`src/verilog/bmsg_pkg.sv`:
```
// Package: constants and types of the buzzer melody sound generator
`default_nettype none

package bmsg_pkg;

	// Clock rates; the sound clock is an enable pulse divided from CLK
	localparam int unsigned CLK_HZ       = 25000000;
	localparam int unsigned SND_HZ       = 32768;
	localparam int unsigned SND_DIV      = CLK_HZ / SND_HZ;
	localparam int unsigned DIV_W        = 10;

	// Register byte addresses
	localparam logic [7:0]  ADR_MODE     = 8'h00;
	localparam logic [7:0]  ADR_BUF      = 8'h04;
	localparam logic [7:0]  ADR_FLAG     = 8'h08;
	localparam logic [7:0]  ADR_DMA      = 8'h0C;

	// Field positions
	localparam int unsigned MODE_LSB     = 0;
	localparam int unsigned DUR_LSB      = 4;
	localparam int unsigned FLG_EMPTY    = 0;
	localparam int unsigned FLG_DONE     = 1;
	localparam int unsigned FLG_BUSY     = 2;

	// Output mode select codes
	localparam logic [1:0]  MODE_ONESHOT = 2'h1;
	localparam logic [1:0]  MODE_MELODY  = 2'h2;

	// Timing in sound clock ticks
	localparam int unsigned ONESHOT_BASE = 256;
	localparam int unsigned TEMPO_BASE   = 64;
	localparam logic [4:0]  GAP_TICKS    = 5'h10;
	localparam int unsigned TMR_W        = 20;

	// Reset values and DMA channel count
	localparam logic        RST_EMPTY    = 1'b1;
	localparam logic [1:0]  RST_MODE     = 2'h0;
	localparam int unsigned DMA_CH       = 4;

	typedef struct packed {
		logic       tie_slur_bit;
		logic       rest_select_bit;
		logic [5:0] pulse_length;
		logic [7:0] freq_period;
	} bmsg_word_t;

	typedef enum logic [0:0] {
		ST_IDLE = 1'b0,
		ST_PLAY = 1'b1
	} bmsg_state_t;

	typedef struct packed {
		logic [7:0] cnt;
		logic       out;
	} bmsg_pwm_st_t;

	typedef struct packed {
		bmsg_state_t         state;
		logic [1:0]          output_mode_sel;
		logic [3:0]          duration_tempo_sel;
		bmsg_word_t          sound_buffer;
		logic                buf_full;
		bmsg_word_t          sound_reg;
		logic                buffer_empty_flag;
		logic                output_done_flag;
		logic [DMA_CH-1:0]   empty_dma_enable_bit;
		logic [DIV_W-1:0]    div;
		logic [TMR_W-1:0]    tmr;
		logic [4:0]          gap;
		logic [15:0]         rdata;
		logic [DMA_CH-1:0]   dma_req;
		logic                bz;
	} bmsg_st_t;

endpackage

`default_nettype wire

```
`src/verilog/bmsg_pwm.sv`:
```
// Tone waveform generator: period and pulse length in sound clock ticks
`timescale 1ns/1ps
`default_nettype none

module bmsg_pwm (
	input  wire logic       clk,
	input  wire logic       rst_b,
	input  wire logic       tick,
	input  wire logic       run,
	input  wire logic [7:0] period,
	input  wire logic [5:0] len,
	output logic            out
);

	bmsg_pkg::bmsg_pwm_st_t q;
	bmsg_pkg::bmsg_pwm_st_t n;

	always_comb begin
		n = q;
		if (!run) begin
			// Phase restarts while muted, so each tone after a stop, gap or rest opens high
			n.cnt = 8'h00;
			n.out = 1'b0;
		end else if (tick) begin
			n.out = ({2'b00, len} >= q.cnt);
			n.cnt = (q.cnt >= period) ? 8'h00 : 8'(q.cnt + 8'h01);
		end
	end

	always_ff @(posedge clk or negedge rst_b) begin
		if (!rst_b) begin
			q <= '0;
		end else begin
			q <= n;
		end
	end

	assign out = q.out;

endmodule // bmsg_pwm

`default_nettype wire

```
`src/verilog/bmsg_top.sv`:
```
// Buzzer melody sound generator: one-shot tone and melody player
`timescale 1ns/1ps
`default_nettype none

module bmsg_top #(
	parameter int unsigned SND_DIV = bmsg_pkg::SND_DIV
) (
	input  wire logic                          CLK,
	input  wire logic                          RST_B,
	input  wire logic [7:0]                    ADDR,
	input  wire logic [15:0]                   WDATA,
	input  wire logic                          WR,
	input  wire logic                          RD,
	output logic [15:0]                        RDATA,
	output logic                               BZ_OUT,
	output logic [bmsg_pkg::DMA_CH-1:0]        DMA_REQ
);

	localparam logic [bmsg_pkg::DIV_W-1:0] DIV_LAST =
		bmsg_pkg::DIV_W'(SND_DIV - 1);

	bmsg_pkg::bmsg_st_t q;
	bmsg_pkg::bmsg_st_t n;

	logic snd_tick;
	logic load;
	logic stop;
	logic expire;
	logic pwm_run;
	logic pwm_out;

	// Modes outside one-shot and melody never start the player
	function automatic logic mode_plays(input logic [1:0] m);
		return (m == bmsg_pkg::MODE_ONESHOT) ||
			(m == bmsg_pkg::MODE_MELODY);
	endfunction

	// Ticks a loaded word plays for, from mode and duration field, and in melody mode also the word's pulse_length
	function automatic logic [bmsg_pkg::TMR_W-1:0] play_ticks(
		input logic [1:0]          m,
		input logic [3:0]          sel,
		input bmsg_pkg::bmsg_word_t w
	);
		logic [bmsg_pkg::TMR_W-1:0] unit;
		logic [bmsg_pkg::TMR_W-1:0] notes;
		unit  = bmsg_pkg::TMR_W'(sel) + bmsg_pkg::TMR_W'(1);
		notes = bmsg_pkg::TMR_W'(w.pulse_length) + bmsg_pkg::TMR_W'(1);
		if (m == bmsg_pkg::MODE_MELODY) begin
			return bmsg_pkg::TMR_W'(unit * notes *
				bmsg_pkg::TMR_W'(bmsg_pkg::TEMPO_BASE));
		end
		return bmsg_pkg::TMR_W'(unit *
			bmsg_pkg::TMR_W'(bmsg_pkg::ONESHOT_BASE));
	endfunction

	function automatic logic addr_is(
		input logic [7:0] a,
		input logic [7:0] r
	);
		return a == r;
	endfunction

	// Tone shape follows the loaded word; gap and rest mute the pin
	assign pwm_run = (q.state == bmsg_pkg::ST_PLAY) &&
		!q.sound_reg.rest_select_bit && (q.gap == 5'h00);

	bmsg_pwm u_pwm (
		.clk    (CLK),
		.rst_b  (RST_B),
		.tick   (snd_tick),
		.run    (pwm_run),
		.period (q.sound_reg.freq_period),
		.len    (q.sound_reg.pulse_length),
		.out    (pwm_out)
	);

	always_comb begin
		n = q;
		n.rdata = 16'h0000;
		load = 1'b0;
		stop = 1'b0;

		// Sound clock enable
		snd_tick = (q.div == DIV_LAST);
		n.div = snd_tick ? '0 : bmsg_pkg::DIV_W'(q.div + 1'b1);

		expire = (q.tmr == bmsg_pkg::TMR_W'(1));

		if (snd_tick) begin
			unique case (q.state)
				bmsg_pkg::ST_IDLE: begin
					load = q.buf_full && mode_plays(q.output_mode_sel);
				end
				bmsg_pkg::ST_PLAY: begin
					if (expire) begin
						if (q.output_mode_sel == bmsg_pkg::MODE_MELODY &&
							q.buf_full) begin
							load = 1'b1;
						end else begin
							stop = 1'b1;
						end
					end else begin
						n.tmr = bmsg_pkg::TMR_W'(q.tmr - 1'b1);
					end
					if (q.gap != 5'h00) begin
						n.gap = 5'(q.gap - 5'h01);
					end
				end
			endcase
		end

		if (load) begin
			n.sound_reg = q.sound_buffer;
			n.buf_full = 1'b0;
			n.buffer_empty_flag = 1'b1;
			n.state = bmsg_pkg::ST_PLAY;
			n.tmr = play_ticks(q.output_mode_sel,
				q.duration_tempo_sel, q.sound_buffer);
			// A short mute opens each untied melody note so repeats are heard
			n.gap = (q.sound_buffer.tie_slur_bit ||
				q.output_mode_sel != bmsg_pkg::MODE_MELODY) ?
				5'h00 : bmsg_pkg::GAP_TICKS;
		end

		if (stop) begin
			n.state = bmsg_pkg::ST_IDLE;
			n.gap = 5'h00;
		end

		if (WR) begin
			if (addr_is(ADDR, bmsg_pkg::ADR_MODE)) begin
				n.output_mode_sel = WDATA[bmsg_pkg::MODE_LSB +: 2];
				n.duration_tempo_sel = WDATA[bmsg_pkg::DUR_LSB +: 4];
			end
			if (addr_is(ADDR, bmsg_pkg::ADR_BUF)) begin
				// Data written in the load cycle stays queued behind it
				n.sound_buffer = bmsg_pkg::bmsg_word_t'(WDATA);
				n.buf_full = 1'b1;
				n.buffer_empty_flag = 1'b0;
				if (!stop) begin
					n.output_done_flag = 1'b0;
				end
			end
			if (addr_is(ADDR, bmsg_pkg::ADR_FLAG)) begin
				if (WDATA[bmsg_pkg::FLG_DONE] && !stop) begin
					n.output_done_flag = 1'b0;
				end
			end
			if (addr_is(ADDR, bmsg_pkg::ADR_DMA)) begin
				n.empty_dma_enable_bit = WDATA[bmsg_pkg::DMA_CH-1:0];
			end
		end

		// Hardware set wins over a clear in the same cycle
		if (stop) begin
			n.output_done_flag = 1'b1;
		end

		if (RD) begin
			if (addr_is(ADDR, bmsg_pkg::ADR_MODE)) begin
				n.rdata[bmsg_pkg::MODE_LSB +: 2] = q.output_mode_sel;
				n.rdata[bmsg_pkg::DUR_LSB +: 4] = q.duration_tempo_sel;
			end
			if (addr_is(ADDR, bmsg_pkg::ADR_BUF)) begin
				n.rdata = 16'(q.sound_buffer);
			end
			if (addr_is(ADDR, bmsg_pkg::ADR_FLAG)) begin
				n.rdata[bmsg_pkg::FLG_EMPTY] = q.buffer_empty_flag;
				n.rdata[bmsg_pkg::FLG_DONE] = q.output_done_flag;
				n.rdata[bmsg_pkg::FLG_BUSY] =
					(q.state == bmsg_pkg::ST_PLAY);
			end
			if (addr_is(ADDR, bmsg_pkg::ADR_DMA)) begin
				n.rdata[bmsg_pkg::DMA_CH-1:0] = q.empty_dma_enable_bit;
			end
		end

		// Request holds while empty; the refill write drops it
		n.dma_req = n.empty_dma_enable_bit &
			{bmsg_pkg::DMA_CH{n.buffer_empty_flag}};

		n.bz = pwm_run && pwm_out;
	end

	always_ff @(posedge CLK or negedge RST_B) begin
		if (!RST_B) begin
			q <= '0;
			q.state <= bmsg_pkg::ST_IDLE;
			q.output_mode_sel <= bmsg_pkg::RST_MODE;
			q.buffer_empty_flag <= bmsg_pkg::RST_EMPTY;
		end else begin
			q <= n;
		end
	end

	assign RDATA = q.rdata;
	assign BZ_OUT = q.bz;
	assign DMA_REQ = q.dma_req;

endmodule // bmsg_top

`default_nettype wire

```
`config.mk`:
```
export PLATFORM = sky130hd
export DESIGN_NAME = bmsg_top
export DESIGN_NICKNAME = d
export VERILOG_FILES = /design/src/verilog/bmsg_pkg.sv /design/src/verilog/bmsg_pwm.sv /design/src/verilog/bmsg_top.sv
export SDC_FILE = /design/constraint.sdc
export NUM_CORES = 1
export LEC_CHECK = 0
export BUFFER_PORTS_ARGS = -buffer_cell sky130_fd_sc_hd__clkbuf_2
export CAP_MARGIN = 20
export CORE_MARGIN = 2
export CORE_UTILIZATION = 50
export CTS_CLUSTER_SIZE = 28
export DETAILED_ROUTE_END_ITERATION = 10
export PLACE_DENSITY = 0.73
export SLEW_MARGIN = 0
export SYNTH_ARGS = -nofsm -noshare
export SYNTH_HDL_FRONTEND = slang
export SYNTH_SLANG_ARGS = --single-unit
```
`constraint.sdc`:
```
create_clock -name CLK -period 11.1 [get_ports CLK]
set_input_delay 2.22 -clock CLK [delete_from_list [all_inputs] [get_ports CLK]]
set_output_delay 2.22 -clock CLK [all_outputs]
set_load 0.005 [all_outputs]
```
==> results of run 1 <==
## flip-flops by register name (all words and copies together) (netlist names)
register	flops
q	80
RDATA	16
u_pwm.q	8
DMA_REQ	4
BZ_OUT	1
u_pwm.out	1
## logic make-up (layout without fill, tap and decap cells)
| family | after synthesis | in the layout | share of synthesized area (%) |
|---|---|---|---|
| flip-flops | 110 | 110 | 41.1 |
| AO/OA/AOI/OAI | 113 | 113 | 10.5 |
| multiplexers | 37 | 37 | 6.42 |
| buffers and inverters | 88 | 117 | 6.23 |
| adder cells (fa/ha/maj) | 58 | 58 | 12.5 |
| XOR/XNOR | 29 | 29 | 3.79 |
| AND/OR/NAND/NOR | 264 | 264 | 19.5 |
## power by group through the flow
| stage | sequential (uW) | clock [uW] | combinational, uW |
|---|---|---|---|
| after CTS | 410 | 353 | 42.1 |
| final | 411 | 345 | 41.3 |
| after global placement | 418 | 0 | 40.4 |
| after floorplan | 416 | 0 | 22.5 |
| after detailed placement | 418 | 0 | 41.7 |
| after global routing | 411 | 368 | 46.6 |
## routing by layer
| layer | GRT usage, % | vias to the layer above | share of wire (%) | wire length (um) |
|---|---|---|---|---|
| met5 | 0 | - | 0 | 0 |
| met4 | 6.40 | 0 | 1.4 | 200 |
| met3 | 3.14 | 19 | 4.4 | 642 |
| met2 | 34.6 | 151 | 49 | 7120 |
| met1 | 29.5 | 2501 | 45 | 6580 |
| li1 | - | 2429 | - | - |
## metrics by stage
| stage | setup slack (ns) | hold WS, ns | instance area [um2] |
|---|---|---|---|
| floorplan | 7.15 | 0.444 | 6710 |
| global placement | 6.62 | 0.461 | 6960 |
| detailed placement | 6.56 | 0.471 | 6960 |
| CTS | 6.63 | 0.489 | 7280 |
| global route | 6.25 | 0.514 | 7300 |
| finish | 6.60 | 0.488 | 7300 |
## synth_stat cells, types with 7 or more instances
cell type and number:
a22oi_1 7, ha_1 43, nand2_1 64, nand4_1 7, o21ai_0 42, a21oi_1 21, mux2i_1 7, nor3_1 15
inv_1 48, nand3_1 30, nor2_1 76, a31oi_1 7, xor2_1 19, clkbuf_1 15, dfrtp_1 109, and2_1 10
buf_4 20, nand2b_1 10, fa_1 15, mux2_2 28, nor2b_1 9, xnor2_1 10
## path summary, 6_finish.rpt
kind | end | slack, ns | cells past startpoint
setup / recovery | q[39] | 6.60 | 14
min in group asynchronous | q[31] | 1.83 | 1
max in group asynchronous | q[85] | 7.97 | 2
hold reg to reg | q[76] | 0.49 | 2
setup reg to reg | q[39] | 6.60 | 14
hold / removal | q[76] | 0.49 | 2
## final cells by class
type / instances / share of cell area, %
timing repair buffer: 53 / 3.81
multi-input combinational: 501 / 48.5
clock inverter: 7 / 1.37
clock buffer: 9 / 3.09
tap: 176 / 3.02
inverter: 48 / 2.47
sequential: 110 / 37.7
## critical path: cells and delay by family, from the launching register on
family	cells	cell delay, ns
AOI/OAI and AO/OA	5	1.00
xor gates and xnor gates	2	0.64
adders and majority gates	5	1.99
buffers and inverters	1	0.05
DFF	1	0.50
and+or+nand+nor	1	0.23
==> impl_metrics.py, run 1 <==
metrics = {
    "setup_path": {
        "cpPeakStageDelay_ns": 0.54,
        "slowest_stage": "fa_1",
        "start_kind": "flop",
        "crit_path_frequent_cell": "fa_1",
        "cp_data_required_time_ns": 11.37,
        "crit_fanout": 12,
        "worst_ep_arrival_time_ns": 4.77,
        "startpoint": "q[95]",
        "critPathCaptureType": "flop",
        "r2r-start": "q[95]",
        "timing_worst_setup_path_type": "reg -> reg",
        "worstPathCellList": "ha_1, xnor2_1, or2_2, fa_1, fa_1, fa_1, inv_1, ha_1, a211oi_1, o21bai_1, a21oi_1, xnor2_1, a31oi_1, o21ai_0",
    },
    "logic_synthesis": {
        "ys.flop_type": "dfrtp_1",
        "ys_ff_latch": 110,
        "synth_top_area_share_pct": 40.7,
        "synth_cell_types": 59,
        "syn_inst": 699,
        "synthTopCellsByArea": "dfrtp_1, ha_1, mux2_2",
        "yosysWarnings": 0,
        "yosysTopAreaCell": "dfrtp_1",
        "synth_edf_count": 0,
        "ys_seq_area_share_pct": 41.1,
        "async_reset_ff_share_pct": 100,
        "synth_area_um2": 6710,
        "synth_nets": 785,
        "syn_area_per_cell_um2": 9.59,
    },
    "cts": {
        "clock_sinks": 110,
        "hold_buffers": 0,
        "cts.repair.resized": 0,
        "clockRootBuffer": "clkbuf_16",
        "cts_tree": "built",
        "clk_latency_ns": 0.36,
        "numCtsBuffers": 9,
        "ctsHtreeMaxLevel": 3,
        "path_clk_slew_ns": 0.08,
        "postCtsSetupBuffers": 0,
        "cts_buffer_depth": 2,
    },
    "die": {
        "core_area_um2": 13200,
        "pin_count": 49,
        "rows": 42,
        "initial_core_util_pct": 50.8,
        "die_h_um": 120,
        "die_area_um2": 14400,
        "die_width_um": 120,
    },
    "sta": {
        "period_minus_slack_ns": 4.50,
        "fin_tns_setup_ns": 0,
        "clock_skew_ns": 0.00872,
        "slew_viol_final": 0,
        "rsz0062_at_grt": "false",
        "max_freq_mhz": 222,
        "max_slew_margin_pct": 38.8,
        "tightest_slew_ns": 0.918,
        "period_share_pct": 40.6,
        "hold_violations": 0,
        "setup_viol": 0,
    },
    "pwr": {
        "p_leak_uw": 0.00351,
        "clockPowerShare_pct": 43.3,
        "seq_power_share_pct": 51.5,
        "p_comb_share_pct": 5.2,
        "fin_total_pwr_uw": 797,
        "ir_drop_mv": 0.0605,
        "power_density_nw_per_um2": 109,
        "internal-power_uw": 603,
        "p_sw_uw": 194,
        "switching_share_pct": 24.3,
    },
    "finish": {
        "area_delta_synth_final_pct": 8.81,
        "final_nets": 809,
        "multi_input_area_um2": 3540,
        "fin_cells": 904,
        "fin_util_pct": 55.3,
        "num_antenna_cells": 0,
        "drive_gt1_share_pct": 15.9,
        "regArea_um2": 2750,
        "layout_commonest_cell": "dfrtp_1",
        "mostFrequentLayoutCells": "dfrtp_1, nor2_1, nand2_1",
        "fillerInstances": 1150,
    },
    "hold_path": {
        "hp-class": "reg -> reg",
        "hp-start": "q[76]",
    },
    "global_routing": {
        "antenna_found_initial": 0,
        "gr-usage-all-layers_pct": 21.2,
        "overflow": 0,
        "grt_pass1_vias": 5008,
        "grt_max_degree": 74,
        "grt_pass1_wl_mm": 24.5,
    },
    "run": {
        "drv_cap": 0,
    },
    "drt": {
        "drc": 0,
        "post_drt_wl_per_cell_um": 16.1,
        "drtIter0Drc": 460,
        "via_per_inst": 5.64,
        "via_count": 5100,
        "postRouteAntennaNets": 0,
        "wl_mm": 14.6,
        "dr.pass1.iters": 6,
    },
    "run_status": {
        "status": "finished, final reports clean",
    },
    "place": {
        "post-dp-hpwl_mm": 10.8,
        "portBuffers": 48,
        "dp_cells": 886,
        "globalplace.congestion": 0.869,
    },
}
Power figures use the tool's default switching activity.
==> inputs of run 2 (changes only) <==
==> constraint.sdc (replaced) <==
create_clock -name CLK -period 4.3 [get_ports CLK]
set_input_delay 0.86 -clock CLK [delete_from_list [all_inputs] [get_ports CLK]]
set_output_delay 0.86 -clock CLK [all_outputs]
set_load 0.005 [all_outputs]
==> run 2 against run 1 <==
Via count is 1.3% higher. Flip-flop and latch count did not move. Clock skew is 0.0027 ns lower.
==> impl_metrics.py, run 2 (synthesis results as in run 1) <==
metrics = {
    "pwr": {
        "clockPowerShare_pct": 40.7,
        "switching_share_pct": 24.5,
        "p_leak_uw": 0.00353,
        "internal-power_uw": 1490,
        "power_density_nw_per_um2": 269,
        "p_sw_uw": 484,
        "ir_drop_mv": 0.248,
        "seq_power_share_pct": 53.5,
        "p_comb_share_pct": 5.8,
    },
    "die": {
        "core_area_um2": 13200,
        "die_area_um2": 14400,
        "pin_count": 49,
        "initial_core_util_pct": 50.8,
        "rows": 42,
        "die_width_um": 120,
        "die_h_um": 120,
    },
    "setup_path": {
        "cp_data_required_time_ns": 4.54,
        "start_kind": "flop",
        "worst_ep_arrival_time_ns": 4.33,
        "timing_worst_setup_path_type": "reg -> reg",
        "critPathCaptureType": "flop",
        "crit_fanout": 6,
    },
    "finish": {
        "area_delta_synth_final_pct": 9.48,
        "drive_gt1_share_pct": 17.0,
        "mostFrequentLayoutCells": "dfrtp_1, nor2_1, nand2_1",
        "layout_commonest_cell": "dfrtp_1",
        "largest_register_ffs": 80,
        "num_antenna_cells": 0,
        "finalInstanceArea_um2": 7340,
        "top_register": "q",
        "final_nets": 816,
        "fillerInstances": 1137,
    },
    "place": {
        "dpl_cell_area_um2": 7020,
        "globalplace.congestion": 0.904,
        "post-dp-hpwl_mm": 10.7,
        "portBuffers": 48,
    },
    "global_routing": {
        "top_usage_layer": "met2",
        "antenna_found_initial": 0,
        "grt_pass1_vias": 5077,
        "grt_pass1_wl_mm": 24.8,
        "overflow": 0,
        "use_met2_pct": 35.4,
        "grt_max_degree": 111,
        "grt_use_met1_pct": 29.8,
        "grt_use_met3_pct": 3.42,
        "gr-usage-all-layers_pct": 21.9,
    },
    "drt": {
        "postRouteAntennaNets": 0,
        "via_count": 5167,
        "drtIter0Drc": 384,
        "wl_mm": 14.9,
        "post_drt_wl_per_cell_um": 16.4,
        "dr.pass1.iters": 5,
        "via_per_inst": 5.67,
        "drc": 0,
    },
    "run_status": {
        "status": "finished, final reports clean",
    },
    "sta": {
        "max_slew_margin_pct": 42.5,
        "period_share_pct": 95.0,
        "hold_violations": 0,
        "slew_viol_final": 0,
        "whs_ns": 0.486,
        "clock_skew_ns": 0.00606,
        "max_freq_mhz": 245,
        "tightest_slew_ns": 0.860,
        "setup_viol": 0,
        "period_minus_slack_ns": 4.09,
        "rsz0062_at_grt": "true",
    },
    "run": {
        "drv_cap": 0,
    },
    "cts": {
        "path_clk_slew_ns": 0.07,
        "cts_tree": "built",
        "ctsHtreeMaxLevel": 3,
        "cts_buffer_depth": 2,
        "clockRootBuffer": "clkbuf_16",
        "clk_latency_ns": 0.36,
        "clock_sinks": 110,
        "numCtsBuffers": 9,
    },
    "hold_path": {
        "hp-class": "reg -> reg",
    },
}
==> run 2: path summary, 6_finish.rpt <==
path	end	start	cells after the start	slack (ns)
worst max register to register	q[42]	q[88]	13	0.21
worst min register to register	q[75]	q[75]	2	0.49
worst min-delay path	q[75]	q[75]	2	0.49
worst max-delay path	q[42]	q[88]	13	0.21
max in group asynchronous	q[92]	RST_B	2	3.29
min in group asynchronous	q[41]	RST_B	2	0.55
==> run 2: what timing repair did <==
item	CTS	global route
gates resized for setup	0	5
hold buffers	0	0
buffers inserted	0	1
hold endpoints to repair	0	0
endpoints found under the setup margin	0	6
==> run 2: layout make-up <==
cell class	instances	area, um2	area share, %
Clock buffer	11	233	3.17
Clock inverter	5	45.0	0.614
Inverter	48	180	2.45
Multi-Input combinational cell	501	3570	48.6
Sequential cell	110	2750	37.5
Tap cell	176	220	3.00
Timing Repair Buffer	60	343	4.67
==> run 2: power groups by stage <==
stage | registers, uW | logic, uW | clock network (uW)
after floorplan | 1070 | 58.0 | 0
after global placement | 1080 | 111 | 0
after detailed placement | 1080 | 114 | 0
after CTS | 1060 | 115 | 822
after global routing | 1060 | 130 | 864
final | 1060 | 115 | 804
==> run 2: worst max-delay path, stage by stage, from the launching register on <==
cell and delay [ns]:
dfrtp_1 0.43, ha_1 0.24, xnor2_2 0.18, or2_2 0.30, fa_1 0.46, fa_1 0.52
fa_1 0.55, inv_1 0.04, ha_1 0.33, a21oi_1 0.20, o211ai_1 0.17, o41ai_2 0.25
xor2_1 0.19, o21ai_0 0.09
==> run 2: layer usage <==
layer / vias to the layer above / routed length, um
met5: - / 0
met4: 0 / 232
met3: 18 / 731
met2: 148 / 7400
met1: 2547 / 6580
li1: 2454 / -
==> run 2: metrics by stage <==
stage	total power [uW]	worst slack [ns]	setup TNS, ns	std cells	utilization [%]
after floorplan	1130	0.364	0	699	-
after global placement	1190	0.268	0	893	53.2
after detailed placement	1190	0.0949	0	893	53.2
after CTS	1990	0.0560	0	909	55.4
after global routing	2050	-0.0323	-0.0397	911	55.7
final	1980	0.215	0	911	55.7
==> inputs of run 3 (changes only) <==
--- a/config.mk
+++ b/config.mk
@@ -8,10 +8,10 @@
 export BUFFER_PORTS_ARGS = -buffer_cell sky130_fd_sc_hd__clkbuf_2
 export CAP_MARGIN = 20
 export CORE_MARGIN = 2
-export CORE_UTILIZATION = 50
+export CORE_UTILIZATION = 30
 export CTS_CLUSTER_SIZE = 28
 export DETAILED_ROUTE_END_ITERATION = 10
-export PLACE_DENSITY = 0.73
+export PLACE_DENSITY = 0.5
 export SLEW_MARGIN = 0
 export SYNTH_ARGS = -nofsm -noshare
 export SYNTH_HDL_FRONTEND = slang
==> run 3 against run 2 <==
Cell area increased by 2.7%. Die area increased by 64%. Critical path depth unchanged. Via count decreased by 3.3%. Utilization decreased by 21 points. Sequential share of layout area decreased by 0.97 points. Routed wire length increased by 5.2%. Count of clock-buffer cells in the layout decreased by 2. Flip-flop and latch count unchanged. Highest routed layer unchanged.
==> impl_metrics.py, run 3 (synthesis results as in run 1) <==
metrics = {
    "run_status": {
        "status": "finished, final reports clean",
    },
    "die": {
        "core_area_um2": 21900,
        "die_width_um": 154,
        "die_h_um": 154,
        "initial_core_util_pct": 30.6,
        "die_area_um2": 23600,
        "pin_count": 49,
        "rows": 54,
    },
    "cts": {
        "ctsHtreeMaxLevel": 3,
        "path_clk_slew_ns": 0.08,
        "numCtsBuffers": 9,
        "hold_buffers": 0,
        "cts_buffer_depth": 2,
        "clk_latency_ns": 0.36,
        "clockRootBuffer": "clkbuf_16",
        "postCtsSetupBuffers": 0,
        "cts_tree": "built",
        "clock_sinks": 110,
        "cts.repair.resized": 0,
    },
    "sta": {
        "period_minus_slack_ns": 4.11,
        "tightest_slew_ns": 0.920,
        "period_share_pct": 95.5,
        "rsz0062_at_grt": "false",
        "max_freq_mhz": 243,
        "max_slew_margin_pct": 38.1,
        "slew_viol_final": 0,
        "hold_violations": 0,
        "setup_viol": 0,
        "clock_skew_ns": 0.0123,
        "fin_tns_setup_ns": 0,
    },
    "finish": {
        "fillerInstances": 2268,
        "num_antenna_cells": 0,
        "mostFrequentLayoutCells": "dfrtp_1, nor2_1, nand2_1",
        "layout_commonest_cell": "dfrtp_1",
        "largest_register_ffs": 80,
        "area_delta_synth_final_pct": 12.4,
        "drive_gt1_share_pct": 17.6,
        "final_nets": 819,
        "top_register": "q",
        "fin_cells": 1018,
    },
    "drt": {
        "drc": 0,
        "drtIter0Drc": 322,
        "via_per_inst": 4.91,
        "dr.pass1.iters": 4,
        "post_drt_wl_per_cell_um": 15.4,
        "wl_mm": 15.7,
        "via_count": 4996,
        "postRouteAntennaNets": 0,
    },
    "global_routing": {
        "grt_max_degree": 62,
        "overflow": 0,
        "use_met2_pct": 21.3,
        "grt_pass1_wl_mm": 26.5,
        "grt_use_met1_pct": 20.3,
        "grt_use_met3_pct": 2.09,
        "top_usage_layer": "met2",
        "gr-usage-all-layers_pct": 13.8,
        "antenna_found_initial": 0,
        "grt_pass1_vias": 4984,
    },
    "setup_path": {
        "rrSetupSlack_ns": 0.19,
        "start_kind": "flop",
        "critPathCaptureType": "flop",
        "timing_worst_setup_path_type": "reg -> reg",
        "crit_fanout": 8,
        "startpoint": "q[95]",
        "r2r-start": "q[95]",
        "worst_ep_arrival_time_ns": 4.34,
        "cp_data_required_time_ns": 4.53,
    },
    "hold_path": {
        "hp-class": "reg -> reg",
        "hp-start": "q[71]",
    },
    "pwr": {
        "p_leak_uw": 0.00358,
        "fin_total_pwr_uw": 2110,
        "power_density_nw_per_um2": 280,
        "ir_drop_mv": 0.149,
    },
    "place": {
        "portBuffers": 48,
        "dp_cells": 1002,
        "post-dp-hpwl_mm": 11.8,
        "globalplace.congestion": 0.837,
    },
    "run": {
        "drv_cap": 0,
    },
}
==> run 3: changes by cell type in the layout (fill, tap and decap cells not counted), moves of 2 or more <==
cell and change:
buf_4 +4, bufinv_16 +2, inv_6 +2, clkinv_4 -2, clkbuf_1 -2
==> run 3: layout make-up <==
class                      instances  area [um2]  share of cell area (%)
timing repair buffer              63         368                    4.88
multi-input combinational        501        3560                    47.2
tap                              280         350                    4.65
sequential                       110        2760                    36.5
clock buffer                       9         225                    2.99
inverter                          48         180                    2.39
clock inverter                     7         103                    1.36
==> run 3: metal layers <==
| metal | share of wire, % | wire length [um] | vias to the layer above |
|---|---|---|---|
| li1 | - | - | 2464 |
| met3 | 3.0 | 476 | 11 |
| met5 | 0 | 0 | - |
| met1 | 50 | 7940 | 2432 |
| met2 | 46 | 7160 | 89 |
| met4 | 1.0 | 157 | 0 |
==> run 3: path summary, 6_finish.rpt <==
| kind | to | cells after the start |
|---|---|---|
| worst max-delay path | q[42] | 13 |
| worst max register to register | q[42] | 13 |
| min in group asynchronous | u_pwm.q[2] | 1 |
| max in group asynchronous | q[61] | 2 |
| worst min register to register | q[71] | 2 |
| worst min-delay path | q[71] | 2 |
==> run 3: per-stage QoR <==
step | area, um2 | setup slack, ns | utilization [%] | hold WS, ns
floorplan | 6710 | 0.364 | - | 0.444
global placement | 7180 | 0.243 | 32.8 | 0.462
detailed placement | 7190 | 0.129 | 32.8 | 0.464
CTS | 7520 | 0.0915 | 34.3 | 0.483
global route | 7540 | 0.00297 | 34.4 | 0.499
finish | 7540 | 0.192 | 34.4 | 0.476
==> run 3: power breakdown <==
group | switching (uW) | leakage [uW] | internal, uW
Clock | 412 | 0.000163 | 521
Combinational | 73.4 | 0.00191 | 47.1
Sequential | 12.8 | 0.00151 | 1050
Total | 498 | 0.00358 | 1610
==> run 3: worst max-delay path, stage by stage, from the launching register on <==
cell,delay [ns]
dfrtp_2,0.46
ha_1,0.24
xnor2_1,0.14
or2_2,0.31
fa_1,0.47
fa_1,0.52
fa_1,0.55
inv_1,0.04
ha_1,0.33
a21oi_1,0.22
o211ai_1,0.17
o41ai_2,0.27
xor2_1,0.19
o21ai_0,0.08
